[src/hw/sweep_pkg.sv]
// Constants and types shared by the sweep sequencer design files
// Notes on behaviour
// - Both repeat sweep modes start converting channel 0 when start flag set.
// - Sweep mode 0 group selectable as channels 0-1, 0-3, 0-5, 0-7.
// - Sweep mode 0 converts each group channel from 0, storing each result.
// - Sweep mode 0 runs until start cleared; never raises completion request.
// - Sweep mode 1 converts priority group, one other channel, then restarts.
// - Sweep mode 1 stores each result, no completion request, runs until cleared.
// - Conversion clock is source divided by four, three, two, or undivided.
// - Trigger preloads approximation register with only bit 9, then decides bit 9.
// - Bits 8 down to 0 each set, compared, kept only if reference below input.
// - After bit 0, approximation value copies into the converted channel's result.
// - Reference follows value n: zero, else full times n/1024 minus full/2048.
// - In 8-bit resolution the upper eight approximation bits form the result.
package sweep_pkg;

   // =====================================================
   // Register map (word addresses on the plain port)
   localparam logic [3:0]  ADDR_CTRL    = 4'h0;
   localparam logic [3:0]  ADDR_STATUS  = 4'h1;
   localparam logic [3:0]  ADDR_RESULT0 = 4'h8;

   // =====================================================
   // Control register fields
   localparam int          CTRL_START_BIT = 0;
   localparam int          CTRL_MODE_BIT  = 1;
   localparam int          CTRL_GRP_LSB   = 2;
   localparam int          CTRL_DIV_LSB   = 4;
   localparam int          CTRL_RES8_BIT  = 6;
   localparam int          CTRL_WIDTH     = 7;
   localparam logic [6:0]  CTRL_RESET     = 7'h00;

   // =====================================================
   // Converter geometry
   localparam int          SAR_BITS   = 10;
   localparam int          NUM_CH     = 8;
   localparam logic [9:0]  SAR_PRESET = 10'h200;
   localparam logic [9:0]  RES_RESET  = 10'h000;
   localparam logic [2:0]  CH_ZERO    = 3'h0;
   localparam logic [2:0]  CH_LAST    = 3'h7;

   // Conversion clock divider settings
   typedef enum logic [1:0] {
      DIV_BY4,
      DIV_BY3,
      DIV_BY2,
      DIV_BY1
   } clk_div_t;

   typedef enum logic {
      SWEEP0,
      SWEEP1
   } sweep_mode_t;

endpackage

[src/hw/conv_tick_gen.sv]
// Conversion clock enable pulse generator
`timescale 1ns/100ps
module conv_tick_gen
   import sweep_pkg::*;
(
   // Clock and reset
   input  wire logic              mclk,
   input  wire logic              arst_n,
   // Control
   input  wire sweep_pkg::clk_div_t div_sel,
   input  wire logic              run,
   // Tick
   output logic                   tick
);
   import sweep_pkg::*;

   logic [1:0] cnt_ff;
   logic [1:0] nxt_cnt;
   logic       tick_ff;
   logic       nxt_tick;
   logic [1:0] terminal;

   always_comb begin
      case (div_sel)
         DIV_BY4: terminal = 2'h3;
         DIV_BY3: terminal = 2'h2;
         DIV_BY2: terminal = 2'h1;
         default: terminal = 2'h0;
      endcase
      nxt_tick = 1'b0;
      if (!run) begin
         nxt_cnt = 2'h0;
      end else if (cnt_ff >= terminal) begin
         nxt_cnt  = 2'h0;
         nxt_tick = 1'b1;
      end else begin
         nxt_cnt = cnt_ff + 2'h1;
      end
   end

   always_ff @(posedge mclk or negedge arst_n) begin
      if (!arst_n) begin
         cnt_ff  <= 2'h0;
         tick_ff <= 1'b0;
      end else begin
         cnt_ff  <= nxt_cnt;
         tick_ff <= nxt_tick;
      end
   end

   assign tick = tick_ff;

endmodule

[src/hw/sar_adc_sweep_sequencer.sv]
// Repeat sweep sequencer and successive approximation control
`timescale 1ns/100ps
module sar_adc_sweep_sequencer
   import sweep_pkg::*;
(
   // Clock and reset
   input  wire logic                 mclk,
   input  wire logic                 arst_n,
   // Register port
   input  wire logic [3:0]           reg_addr,
   input  wire logic [15:0]          reg_wdata,
   input  wire logic                 reg_wr,
   input  wire logic                 reg_rd,
   output logic [15:0]               reg_rdata,
   // Analog front end
   input  wire logic                 cmp_ref_below,
   output logic [9:0]                dac_code,
   output logic [2:0]                mux_sel,
   output logic                      sample_en,
   // Status
   output logic                      conv_irq_req
);
   import sweep_pkg::*;

   typedef enum logic [1:0] {
      ST_IDLE,
      ST_SAMPLE,
      ST_BITS,
      ST_STORE
   } seq_state_t;

   // =====================================================
   // Helpers
   function automatic logic [2:0] group_last(input sweep_mode_t m, input logic [1:0] g);
      logic [2:0] r;
      r = 3'h0;
      if (m == SWEEP0) begin
         r = {g, 1'b1};
      end else begin
         r = {1'b0, g};
      end
      return r;
   endfunction

   // =====================================================
   // State
   logic [6:0]      ctrl_ff, nxt_ctrl;
   seq_state_t      st_ff, nxt_st;
   logic [9:0]      sar_ff, nxt_sar;
   logic [3:0]      bit_ff, nxt_bit;
   logic [2:0]      ch_ff, nxt_ch;
   logic [2:0]      extra_ff, nxt_extra;
   logic            in_extra_ff, nxt_in_extra;
   logic [9:0]      res_ff [NUM_CH];
   logic [9:0]      nxt_res [NUM_CH];
   logic [15:0]     rdata_ff, nxt_rdata;
   logic            cmp_s1_ff, cmp_s2_ff;
   logic [9:0]      dac_ff, nxt_dac;
   logic [2:0]      mux_ff, nxt_mux;
   logic            samp_ff, nxt_samp;
   logic            irq_ff;
   logic            tick;
   logic            start;
   sweep_mode_t     mode;
   logic [1:0]      grp;
   logic            res8;
   logic [2:0]      last_ch;
   logic [2:0]      nxt_x;
   logic [9:0]      trial;
   logic [9:0]      decided;

   assign start   = ctrl_ff[CTRL_START_BIT];
   assign mode    = sweep_mode_t'(ctrl_ff[CTRL_MODE_BIT]);
   assign grp     = ctrl_ff[CTRL_GRP_LSB +: 2];
   assign res8    = ctrl_ff[CTRL_RES8_BIT];
   assign last_ch = group_last(mode, grp);

   conv_tick_gen u_tick (
      .mclk    (mclk),
      .arst_n  (arst_n),
      .div_sel (clk_div_t'(ctrl_ff[CTRL_DIV_LSB +: 2])),
      .run     (start),
      .tick    (tick)
   );

   // =====================================================
   // Comparator synchroniser (comparator is asynchronous to mclk)
   always_ff @(posedge mclk or negedge arst_n) begin
      if (!arst_n) begin
         cmp_s1_ff <= 1'b0;
         cmp_s2_ff <= 1'b0;
      end else begin
         cmp_s1_ff <= cmp_ref_below;
         cmp_s2_ff <= cmp_s1_ff;
      end
   end

   // =====================================================
   // Sequencer
   always_comb begin
      nxt_st       = st_ff;
      nxt_sar      = sar_ff;
      nxt_bit      = bit_ff;
      nxt_ch       = ch_ff;
      nxt_extra    = extra_ff;
      nxt_in_extra = in_extra_ff;
      nxt_res      = res_ff;
      trial        = 10'h000;
      decided      = sar_ff;
      nxt_x        = extra_ff;
      // Current bit decided from the comparator
      if (!cmp_s2_ff) begin
         decided[bit_ff] = 1'b0;
      end
      case (st_ff)
         ST_IDLE: begin
            if (start) begin
               nxt_ch       = CH_ZERO;
               nxt_in_extra = 1'b0;
               // Fresh run: inserted channel restarts just above the group
               nxt_extra    = CH_ZERO;
               nxt_st       = ST_SAMPLE;
            end
         end
         ST_SAMPLE: begin
            if (tick) begin
               nxt_sar = SAR_PRESET;
               nxt_bit = 4'(SAR_BITS - 1);
               nxt_st  = ST_BITS;
            end
         end
         ST_BITS: begin
            // One tick per bit; at DIV_BY4 and DIV_BY3 the tick spacing lets the synchronised comparator settle, at DIV_BY2 and DIV_BY1 it does not
            if (tick) begin
               if (bit_ff == 4'h0) begin
                  nxt_sar = decided;
                  nxt_st  = ST_STORE;
               end else begin
                  trial                 = decided;
                  trial[bit_ff - 4'h1]  = 1'b1;
                  nxt_sar               = trial;
                  nxt_bit               = bit_ff - 4'h1;
               end
            end
         end
         ST_STORE: begin
            nxt_res[ch_ff] = res8 ? {2'b00, sar_ff[9:2]} : sar_ff;
            nxt_st         = ST_SAMPLE;
            if (mode == SWEEP0) begin
               nxt_ch = (ch_ff >= last_ch) ? CH_ZERO : ch_ff + 3'h1;
            end else if (in_extra_ff) begin
               nxt_in_extra = 1'b0;
               nxt_ch       = CH_ZERO;
               nxt_x        = (extra_ff >= CH_LAST) ? last_ch + 3'h1 : extra_ff + 3'h1;
               nxt_extra    = nxt_x;
            end else if (ch_ff >= last_ch) begin
               nxt_in_extra = 1'b1;
               nxt_ch       = (extra_ff > last_ch) ? extra_ff : last_ch + 3'h1;
               nxt_extra    = nxt_ch;
            end else begin
               nxt_ch = ch_ff + 3'h1;
            end
         end
         default: nxt_st = ST_IDLE;
      endcase
      if (!start) begin
         nxt_st = ST_IDLE;
      end
   end

   // Vref tracks the live approximation value
   always_comb begin
      nxt_dac  = nxt_sar;
      nxt_mux  = nxt_ch;
      nxt_samp = (nxt_st == ST_SAMPLE);
   end

   always_ff @(posedge mclk or negedge arst_n) begin
      if (!arst_n) begin
         st_ff       <= ST_IDLE;
         sar_ff      <= RES_RESET;
         bit_ff      <= 4'h0;
         ch_ff       <= CH_ZERO;
         extra_ff    <= CH_ZERO;
         in_extra_ff <= 1'b0;
         dac_ff      <= RES_RESET;
         mux_ff      <= CH_ZERO;
         samp_ff     <= 1'b0;
         irq_ff      <= 1'b0;
         for (int i = 0; i < NUM_CH; i++) begin
            res_ff[i] <= RES_RESET;
         end
      end else begin
         st_ff       <= nxt_st;
         sar_ff      <= nxt_sar;
         bit_ff      <= nxt_bit;
         ch_ff       <= nxt_ch;
         extra_ff    <= nxt_extra;
         in_extra_ff <= nxt_in_extra;
         dac_ff      <= nxt_dac;
         mux_ff      <= nxt_mux;
         samp_ff     <= nxt_samp;
         irq_ff      <= 1'b0;
         res_ff      <= nxt_res;
      end
   end

   // =====================================================
   // Register port
   always_comb begin
      nxt_ctrl  = ctrl_ff;
      nxt_rdata = 16'h0000;
      if (reg_wr && reg_addr == ADDR_CTRL) begin
         nxt_ctrl = reg_wdata[CTRL_WIDTH-1:0];
      end
      if (reg_rd) begin
         if (reg_addr == ADDR_CTRL) begin
            nxt_rdata = {9'h000, ctrl_ff};
         end else if (reg_addr == ADDR_STATUS) begin
            nxt_rdata = {10'h000, in_extra_ff, ch_ff, st_ff};
         end else if (reg_addr >= ADDR_RESULT0) begin
            nxt_rdata = {6'h00, res_ff[reg_addr[2:0]]};
         end
      end
   end

   always_ff @(posedge mclk or negedge arst_n) begin
      if (!arst_n) begin
         ctrl_ff  <= CTRL_RESET;
         rdata_ff <= 16'h0000;
      end else begin
         ctrl_ff  <= nxt_ctrl;
         rdata_ff <= nxt_rdata;
      end
   end

   assign reg_rdata    = rdata_ff;
   assign dac_code     = dac_ff;
   assign mux_sel      = mux_ff;
   assign sample_en    = samp_ff;
   // Repeat sweep modes never raise completion
   assign conv_irq_req = irq_ff;
endmodule

[config.mk]
export PLATFORM = sky130hd
export DESIGN_NAME = sar_adc_sweep_sequencer
export DESIGN_NICKNAME = d
export VERILOG_FILES = /design/src/hw/sweep_pkg.sv /design/src/hw/conv_tick_gen.sv /design/src/hw/sar_adc_sweep_sequencer.sv
export SDC_FILE = /design/constraint.sdc
export NUM_CORES = 1
export LEC_CHECK = 0
export ABC_AREA = 1
export BUFFER_PORTS_ARGS = -buffer_cell sky130_fd_sc_hd__buf_2
export CAP_MARGIN = 15
export CORE_MARGIN = 2
export CORE_UTILIZATION = 35
export CTS_BUF_LIST = sky130_fd_sc_hd__clkbuf_2 sky130_fd_sc_hd__clkbuf_4 sky130_fd_sc_hd__clkbuf_8
export DETAILED_ROUTE_END_ITERATION = 10
export GPL_TIMING_DRIVEN = 0
export PLACE_DENSITY = 0.49
export SLEW_MARGIN = 20
export SYNTH_ARGS = -nofsm -noshare
export SYNTH_HDL_FRONTEND = slang
export SYNTH_SLANG_ARGS = --single-unit
[constraint.sdc]
create_clock -name mclk -period 1.91 [get_ports mclk]
set_input_delay 0.191 -clock mclk [delete_from_list [all_inputs] [get_ports mclk]]
set_output_delay 0.191 -clock mclk [all_outputs]
set_load 0.02 [all_outputs]
=== Word level (Yosys, flattened, before mapping) ===
Index checks and enable logic that the tools add are counted.

* Input bits: 25
* Output and inout bits: 31
* Register bits: 132

* Order comparisons: 12
* Add/sub/neg operators: 5
* Muxes and demuxes: 52
* Equal/unequal tests: 13
* Bitwise operators: 5
* Reductions and logical operators: 16

{| class="wikitable"
|+ Operators with widths
! operator !! count
|-
| 10-bit two-way mux || 12
|-
| 80-bit bitwise mux || 1
|-
| 3-bit two-way mux || 11
|-
| 10-bit binary-select mux with 3-bit select || 1
|-
| 10-bit demux with 3-bit select || 1
|-
| 10-bit case mux with 2 select lines || 1
|-
| 4-bit greater-or-equal comparator, second input constant || 3
|-
| 2-bit two-way mux || 6
|-
| 4-bit two-way mux || 3
|-
| 2-bit case mux with 3 select lines || 2
|-
| 3-bit case mux with 2 select lines || 2
|-
| 10-bit bitwise AND || 1
|-
| 4-bit by 5-bit less-than comparator with 1-bit output, second input constant || 2
|-
| 10-bit NOT || 1
|-
| 10-bit bitwise OR || 1
|-
| 3-bit by 1-bit adder with 3-bit output, second input constant || 3
|-
| 1-bit demux with 4-bit select || 2
|-
| 4-bit by 1-bit greater-or-equal comparator with 1-bit output, second input constant || 2
|-
| 4-bit zero test || 2
|-
| 1-bit two-way mux || 8
|-
| 3-bit NOT with 4-bit output || 2
|-
| 4-bit case mux with 2 select lines || 1
|-
| 4-bit AND reduction || 2
|-
| 2-bit by 1-bit equality test with 1-bit output, second input constant || 3
|-
| other kinds (19) || 30
|}

=== Depth between registers and ports, before layout ===
Gate-level depths: netlist of the first run.

* Depth in word-level cells: 11
* Mapped depth: 13

=== Hierarchy ===
A second synthesis of the first run with hierarchy kept.

* Cells, all modules: 798
* Area, all modules: 6,764.0 um^2

{| class="wikitable"
|+ Modules (own cells, without submodules)
! module !! area each (um^2) !! times used !! cells an instance
|-
| sar_adc_sweep_sequencer || 6,582.6 || 1 || 776
|-
| conv_tick_gen || 181.4 || 1 || 22
|}

=== Least setup slack after synthesis of the first run ===
Ideal clock, no wire load.

* Path kind: reg-to-reg
* From: reg ctrl_ff[1]
* To: reg extra_ff[2]
* Data required time: 1.792 ns
* Buffers on the path: 0
* Library setup time: 0.118 ns
* Slack: -0.005 ns
* Stages on the path, launching flop included: 10
* Arrival: 1.797 ns
* Cell sequence: dfrtp_1 inv_1 or2_2 o21ai_0 ha_1 nand3_1 nand3_1 o21ai_1 nand3b_1 nand2_1

* Word-level cells in the longest chain between the ends: 7
* Elaborated cells on any way between the ends: 13
* Those cells by class: 1 x add/sub; 2 x order compare; 2 x eq/ne; 7 x mux; 1 x reduce/logical

{| class="wikitable"
|+ RTL lines
! what !! line !! text
|-
| start: declaration || sar_adc_sweep_sequencer.sv:47 || <nowiki>logic [6:0] ctrl_ff, nxt_ctrl;</nowiki>
|-
| start signal: assignment || sar_adc_sweep_sequencer.sv:232 || <nowiki>ctrl_ff <= nxt_ctrl;</nowiki>
|-
| 3-bit two-way mux || sar_adc_sweep_sequencer.sv:37 || <nowiki>if (m == SWEEP0) begin</nowiki>
|-
| 3-bit by 1-bit adder with 3-bit output or 3-bit > comparator (tied branches) || sar_adc_sweep_sequencer.sv:154, sar_adc_sweep_sequencer.sv:158 ||
|-
| 3-bit two-way mux || sar_adc_sweep_sequencer.sv:158 || <nowiki>nxt_ch = (extra_ff > last_ch) ? extra_ff : last_ch + 3'h1;</nowiki>
|-
| 3-bit two-way mux || sar_adc_sweep_sequencer.sv:156 || <nowiki>end else if (ch_ff >= last_ch) begin</nowiki>
|-
| 3-bit two-way mux || sar_adc_sweep_sequencer.sv:151 || <nowiki>end else if (in_extra_ff) begin</nowiki>
|-
| 3-bit two-way mux || sar_adc_sweep_sequencer.sv:149 || <nowiki>if (mode == SWEEP0) begin</nowiki>
|-
| 3-bit case mux with 2 select lines || sar_adc_sweep_sequencer.sv:115 || <nowiki>case (st_ff)</nowiki>
|-
| end signal: assignment || sar_adc_sweep_sequencer.sv:198 || <nowiki>extra_ff <= nxt_extra;</nowiki>
|-
| end: declaration || sar_adc_sweep_sequencer.sv:52 || <nowiki>logic [2:0] extra_ff, nxt_extra;</nowiki>
|}

Several ways; a longest one is shown, not always the timed one. The select of a mux whose other input is x is not followed.
A chain may end at the register's enable or synchronous reset.

=== Worst setup path after layout of the first run ===
* From: reg ctrl_ff[6]
* To: reg res_ff[17] in the netlist's numbering

* Word-level cells in the longest chain between the ends: 2

{| class="wikitable"
|+ RTL lines
! what !! line !! text
|-
| 10-bit two-way mux || sar_adc_sweep_sequencer.sv:147 || <nowiki>nxt_res[ch_ff] = res8 ? {2'b00, sar_ff[9:2]} : sar_ff;</nowiki>
|-
| 80-bit bitwise mux || sar_adc_sweep_sequencer.sv:147 ||
|-
| end signal: assignment || sar_adc_sweep_sequencer.sv:204 || <nowiki>res_ff <= nxt_res;</nowiki>
|-
| end: declaration || sar_adc_sweep_sequencer.sv:54 || <nowiki>logic [9:0] res_ff [NUM_CH];</nowiki>
|}

Every way passes these cells.

==> results of run 1 <==
==> sequential cells by signal, indices dropped and copies added (netlist names), 2 cells and up <==
register / count
res_ff: 80
dac_code: 10
reg_rdata: 10
ctrl_ff: 7
bit_ff: 4
extra_ff: 3
mux_sel: 3
st_ff: 2
u_tick.cnt_ff: 2
==> worst max-delay path by stage <==
stage,slack (ns),endpoint
6_report,0.06,res_ff[17]$_DFFE_PN0P_
5_1_grt,0.0007,res_ff[1]$_DFFE_PN0P_
4_1_cts,-0.02,extra_ff[2]$_DFFE_PN0P_
3_5_place_dp,-0.31,extra_ff[2]$_DFFE_PN0P_
3_3_place_gp,-1.23,extra_ff[2]$_DFFE_PN0P_
2_1_floorplan,0.06,extra_ff[2]$_DFFE_PN0P_
==> cell families (layout without fill, tap and decap cells) <==
family	count (synthesis)	in the layout	synth area share (%)
AOI/OAI and AO/OA	154	154	12.6
xor gates and xnor gates	3	3	0.399
adders and majority gates	24	24	4.56
buffers and inverters	134	229	9.12
DFF	126	126	47.9
muxes	17	17	3.02
other	1	7	0.0570
and+or+nand+nor	340	340	22.4
==> worst max-delay path, delay by kind of cell, from the launching register on <==
kind                   cells  cell delay [ns]
buffers and inverters      1             0.21
AOI/OAI and AO/OA          1             0.82
DFF                        1             0.45
muxes                      1             0.30
==> synth_stat cells (9+ instances only) <==
| cell type | number |
|---|---|
| mux2_2 | 15 |
| nor2_1 | 33 |
| nand2_1 | 222 |
| o21ai_1 | 13 |
| o21ai_0 | 68 |
| buf_4 | 16 |
| dfrtp_1 | 126 |
| buf_2 | 10 |
| inv_1 | 93 |
| ha_1 | 24 |
| nand3_1 | 53 |
| nand4_1 | 9 |
| a21oi_1 | 46 |
==> cell usage in the layout, fill, tap and decap left out, types with 8 or more instances in the layout <==
cell / count
nand3_1: 48
dlygate4sd3_1: 9
a21oi_1: 45
inv_1: 90
nor2_1: 32
buf_4: 30
nand2_1: 219
nor2_4: 8
ha_1: 20
buf_2: 45
o21ai_1: 14
inv_2: 8
mux2_2: 15
clkbuf_8: 20
o21ai_0: 65
nand4_1: 9
dfrtp_1: 125
==> timing repair <==
item	in CTS	in global routing
setup endpoints to repair	28	61
setup buffers	4	12
resized for setup	6	27
hold buffers	9	0
endpoints found under the hold margin	42	0
pin swaps	2	9
==> per-layer routing <==
| metal | up-vias | part of all wire [%] | GRT usage [%] |
|---|---|---|---|
| met5 | - | 0 | 0 |
| met4 | 0 | 1.6 | 6.26 |
| met3 | 17 | 3.7 | 3.94 |
| met2 | 106 | 47 | 30.7 |
| met1 | 2564 | 47 | 26.3 |
| li1 | 2767 | - | - |
==> final cells by class <==
type                       instances  area share [%]
inverter                         101            4.84
multi-input combinational        545            37.7
buffer                            33            2.89
clock inverter                     6            1.05
timing repair buffer              63            5.65
sequential                       126            40.0
tap                              234            3.72
clock buffer                      26            4.07
==> power by group through the flow <==
stage	combinational [mW]	clock, mW	sequential (mW)
2_1_floorplan	2.04	0	3.39
3_3_place_gp	2.92	0	3.39
3_5_place_dp	2.92	0	3.39
4_1_cts	3.03	2.47	3.34
5_1_grt	3.66	2.58	3.41
6_report	3.25	2.40	3.34
==> impl_metrics.env, run 1 <==
export IMPL_worst_setup_path_end_kind="flip-flop"
export IMPL_fillers=1880
export IMPL_globalplace_congestion=0.887
export IMPL_crit_slowest_cell="o21ai_1"
export IMPL_intPower_mw=5.51
export IMPL_place_hpwl_um=12600
export IMPL_crit_fanout=10
export IMPL_combPwrFrac_pct=36.2
export IMPL_ios=56
export IMPL_grt_pass1_vias=5489
export IMPL_r2r_start="ctrl_ff[6]$_DFFE_PN0P_"
export IMPL_drt_iter0_drc=299
export IMPL_p_clk_share_pct=26.7
export IMPL_drv_slew=0
export IMPL_nets=936
export IMPL_layout_drive_gt1_share_pct=19.9
export IMPL_finalNonFillerCells=1134
export IMPL_synth_seq_cells=126
export IMPL_synth_top_area_share_pct=47.9
export IMPL_arrival_ns=2.23
export IMPL_status="complete, no violations"
export IMPL_syn_inst=799
export IMPL_holdCritPathClass="in -> reg"
export IMPL_dp_cells=1077
export IMPL_dieArea_um2=19900
export IMPL_place_ws_ns=-0.311
export IMPL_grt_ovfl_total=0
export IMPL_fin_area_um2=7880
export IMPL_p_leak_nw=3.88
export IMPL_synth_cell_types=40
export IMPL_antenna_cells=0
export IMPL_cts_buffers=17
export IMPL_firstDrtPassIters=6
export IMPL_ys_top_cells_by_area="dfrtp_1 (48%), nand2_1 (13%), inv_1 (5.3%), o21ai_0 (5.2%), ha_1 (4.6%)"
export IMPL_relSlewSlack_pct=31.1
export IMPL_critical_path_startpoint="ctrl_ff[6]$_DFFE_PN0P_"
export IMPL_p_seq_share_pct=37.2
export IMPL_num_vias=5454
export IMPL_min_from="reg_rd"
export IMPL_ff_latch_area_um2=3150
export IMPL_die_h_um=141
export IMPL_seq_area_frac_synth_pct=47.9
export IMPL_clock_path_buffers=2
export IMPL_period_share_pct=96.7
export IMPL_clock_sinks=126
export IMPL_clkLatencyLatePin_ns=0.46
export IMPL_final_util_pct=42.4
export IMPL_required_ns=2.30
export IMPL_io_buffer_count=37
export IMPL_power_total_mw=8.99
export IMPL_hold_path_depth=3
export IMPL_synth_ff_type="dfrtp_1"
export IMPL_cts_root_buf="clkbuf_8"
export IMPL_min_delay_worst_endpoint="reg_rdata[4]$_DFF_PN0_"
export IMPL_rr_worst_depth=3
export IMPL_drc_errors=0
export IMPL_routedWlPerCell_um=16.1
export IMPL_finalHoldViolCount=0
export IMPL_synth_cell_area_um2=6580
export IMPL_grt_antenna_before_repair=0
export IMPL_irDropWorstVdd_v=0.000627
export IMPL_setup_ws_ns=0.0636
export IMPL_maxCapViolCount=0
export IMPL_path_clk_slew_ns=0.07
export IMPL_viasPerCell=4.81
export IMPL_htree_levels=4
export IMPL_syn_avg_cell_area_um2=8.24
export IMPL_net_switching_power_mw=3.49
export IMPL_ant_nets=0
export IMPL_yosys_warnings=0
export IMPL_setup_tns_final_ns=0
export IMPL_power_per_cell_area_nw_per_um2=1140
export IMPL_finalHoldWorstSlack_ns=0.0800
export IMPL_grt_pass1_wl_um=29400
export IMPL_grt_max_degree=93
export IMPL_dpl_cell_area_um2=7130
export IMPL_syn2layout_area_growth_pct=19.7
export IMPL_initial_core_util_pct=35.4
export IMPL_path_class="reg -> reg"
export IMPL_dieWidth_um=141
export IMPL_worstMarginPinSlew_ns=1.03
export IMPL_rsz0062_at_grt="no"
export IMPL_synth_edff_count=0
export IMPL_worstReg2RegEnd="res_ff[17]$_DFFE_PN0P_"
export IMPL_switching_share_pct=38.8
export IMPL_rows=50
export IMPL_crit_chain="buf_2 -> o21ai_1 -> mux2_2"
export IMPL_fmax_ghz=0.542
export IMPL_cpPeakStageDelay_ns=0.82
export IMPL_startpoint_type="flip-flop"
export IMPL_r2r_slack_ns=0.06
export IMPL_period_minus_slack_ns=1.85
export IMPL_synth_async_reset_ratio_pct=100
export IMPL_cts_tree="built"
export IMPL_setup_violations=0
export IMPL_grtUsageTotal_pct=19.3
export IMPL_synth_top_area_cell="dfrtp_1"
export IMPL_finalClockSkew_ns=0.00942
export IMPL_core_area_um2=18600
export IMPL_multiInputGateArea_um2=2970
export IMPL_drt_total_wl_um=18200
(Power assumes the default switching activity.)
==> run 2: changes to the inputs <==
ABC_AREA = 0   (was 1)
==> impl_metrics.env, run 2 <==
export IMPL_status="finished with violations"
export IMPL_violations="negative setup slack"
export IMPL_drt_iter0_drc=284
export IMPL_viasPerCell=5.30
export IMPL_io_buffer_count=35
export IMPL_power_total_mw=7.33
export IMPL_synth_seq_cells=126
export IMPL_dieWidth_um=139
export IMPL_clock_sinks=126
export IMPL_drt_total_wl_um=17400
export IMPL_arrival_ns=2.37
export IMPL_cpPeakStageDelay_ns=0.34
export IMPL_setup_ws_ns=-0.154
export IMPL_path_class="reg -> reg"
export IMPL_core_area_um2=17900
export IMPL_rsz0062_at_grt="yes"
export IMPL_clock_path_buffers=2
export IMPL_initial_core_util_pct=35.5
export IMPL_p_leak_nw=3.52
export IMPL_regMostFlops="res_ff"
export IMPL_seq_area_frac_synth_pct=49.6
export IMPL_hold_path_depth=2
export IMPL_synth_ff_type="dfrtp_1"
export IMPL_routedWlPerCell_um=18.8
export IMPL_ys_top_cells_by_area="dfrtp_1 (50%), o21ai_0 (8.2%), mux4_1 (6.2%), nand2_1 (6.1%), ha_1 (4.7%)"
export IMPL_grt_antenna_before_repair=0
export IMPL_place_hpwl_um=11800
export IMPL_htree_levels=4
export IMPL_ant_nets=0
export IMPL_final_util_pct=42.8
export IMPL_largest_reg_flops=80
export IMPL_nets=735
export IMPL_synth_top_area_share_pct=49.6
export IMPL_syn_inst=603
export IMPL_path_clk_slew_ns=0.08
export IMPL_min_delay_worst_endpoint="reg_rdata[0]$_DFF_PN0_"
export IMPL_synth_async_reset_ratio_pct=100
export IMPL_netlist_top_cells_count="dfrtp_1 (126), o21ai_0 (104), nand2_1 (103)"
export IMPL_layout_drive_gt1_share_pct=24.1
export IMPL_grtUsageTotal_pct=19.0
export IMPL_dieArea_um2=19300
export IMPL_synth_cell_types=49
export IMPL_fmax_ghz=0.484
export IMPL_syn_avg_cell_area_um2=10.5
export IMPL_cts_root_buf="clkbuf_8"
export IMPL_required_ns=2.21
export IMPL_synth_edff_count=0
export IMPL_crit_fanout=5
export IMPL_grt_pass1_vias=5033
export IMPL_cts_buffers=17
export IMPL_crit_slowest_cell="dfrtp_1"
export IMPL_period_minus_slack_ns=2.06
export IMPL_most_common_layout_cells="dfrtp_1 (122), nand2_1 (103), o21ai_0 (98), buf_2 (44), nor2_1 (22)"
export IMPL_firstDrtPassIters=5
export IMPL_worst_setup_path_end_kind="flip-flop"
export IMPL_finalHoldViolCount=0
export IMPL_period_share_pct=108
export IMPL_holdCritPathClass="in -> reg"
export IMPL_min_from="reg_rd"
export IMPL_worstReg2RegEnd="mux_sel[1]$_DFFE_PN0P_"
export IMPL_crit_family="compound AO/OA/AOI/OAI gates"
export IMPL_grt_max_degree=67
export IMPL_grt_pass1_wl_um=28100
export IMPL_synth_cell_area_um2=6350
export IMPL_r2r_slack_ns=-0.15
export IMPL_startpoint_type="flip-flop"
export IMPL_finalClockSkew_ns=0.00916
export IMPL_die_h_um=139
export IMPL_power_per_cell_area_nw_per_um2=956
export IMPL_relSlewSlack_pct=42.4
export IMPL_yosysMostFrequentCell="dfrtp_1"
export IMPL_drv_slew=0
export IMPL_syn2layout_area_growth_pct=20.6
export IMPL_irDropWorstVdd_v=0.000469
export IMPL_rr_worst_depth=8
export IMPL_crit_chain="buf_6 -> mux2i_4 -> ha_4 -> nor2b_4 -> o21a_1 -> o21ai_4 -> mux2i_1 -> o221ai_1"
export IMPL_drc_errors=0
export IMPL_yosys_warnings=0
export IMPL_num_vias=4910
export IMPL_rows=49
export IMPL_grt_ovfl_total=0
export IMPL_maxCapViolCount=0
export IMPL_globalplace_congestion=0.824
export IMPL_layout_commonest_cell="dfrtp_1"
export IMPL_synth_top_area_cell="dfrtp_1"
export IMPL_r2r_start="ctrl_ff[1]$_DFFE_PN0P_"
export IMPL_cts_tree="built"
export IMPL_antenna_cells=0
export IMPL_crit_buf_inv=1
export IMPL_worstMarginPinSlew_ns=0.857
export IMPL_clkLatencyLatePin_ns=0.44
export IMPL_setup_tns_final_ns=-0.659
export IMPL_ios=56
export IMPL_setup_violations=6
[run 2: cell families (layout without fill, tap and decap cells)]
group	count (synthesis)	in the layout	share of synthesized area, %
other	1	7	0.0590
XOR/XNOR	4	4	0.551
AND/OR/NAND/NOR	168	168	11.8
multiplexers	54	54	13.7
adder cells (fa/ha/maj)	24	24	4.73
flip-flops	126	126	49.6
AO/OA/AOI/OAI	168	168	15.2
buffers and inverters	58	147	4.33
[run 2: how the worst max path moves through the flow]
| stage | startpoint | end | slack [ns] | depth (start not counted) |
|---|---|---|---|---|
| 2_1_floorplan | ctrl_ff[1]$_DFFE_PN0P_ | mux_sel[0]$_DFFE_PN0P_ | -0.12 | 8 |
| 3_3_place_gp | arst_n | extra_ff[2]$_DFFE_PN0P_ | -1.02 | 1 |
| 3_5_place_dp | ctrl_ff[1]$_DFFE_PN0P_ | mux_sel[1]$_DFFE_PN0P_ | -0.36 | 8 |
| 4_1_cts | ctrl_ff[1]$_DFFE_PN0P_ | mux_sel[0]$_DFFE_PN0P_ | -0.13 | 8 |
| 5_1_grt | ctrl_ff[1]$_DFFE_PN0P_ | extra_ff[1]$_DFFE_PN0P_ | -0.25 | 9 |
| 6_report | ctrl_ff[1]$_DFFE_PN0P_ | mux_sel[1]$_DFFE_PN0P_ | -0.15 | 8 |
[run 2: report_power, final]
part	leakage, nW	switching [mW]	internal (mW)
logic	1.60	1.21	0.885
clock network	0.196	1.03	1.17
registers	1.72	0.179	2.86
total	3.52	2.42	4.91
[run 2: cell type report]
type / instances / area, um2
Clock buffer: 24 / 305
Timing Repair Buffer: 58 / 412
Inverter: 16 / 63.8
Buffer: 42 / 256
Multi-Input combinational cell: 425 / 3120
Fill cell: 1736 / 10200
Sequential cell: 126 / 3160
Clock inverter: 7 / 62.6
Tap cell: 229 / 287
[run 2: metal layers]
| layer | track usage, % | vias up | wire length, um |
|---|---|---|---|
| li1 | - | 2291 | - |
| met1 | 25.1 | 2475 | 8000 |
| met2 | 31.2 | 120 | 8420 |
| met3 | 3.90 | 24 | 643 |
| met4 | 6.75 | 0 | 358 |
| met5 | 0 | - | 0 |
[run 2: stage by stage]
stage               hold slack, ns  cells  setup WS (ns)  area, um2
floorplan                   -0.105    609         -0.122       6400
global placement             0.301    873          -1.02       6860
detailed placement           0.157    874         -0.356       6900
CTS                         0.0615    922         -0.132       7550
global route                0.0504    927         -0.248       7660
finish                      0.0798    927         -0.154       7660
[run 2: timing repair]
| action | CTS | global route |
|---|---|---|
| buffers inserted | 8 | 5 |
| resized for setup | 39 | 37 |
| pin swaps | 8 | 3 |
| hold endpoints to repair | 68 | 0 |
| hold buffers | 9 | 0 |
| setup endpoints to repair | 55 | 75 |
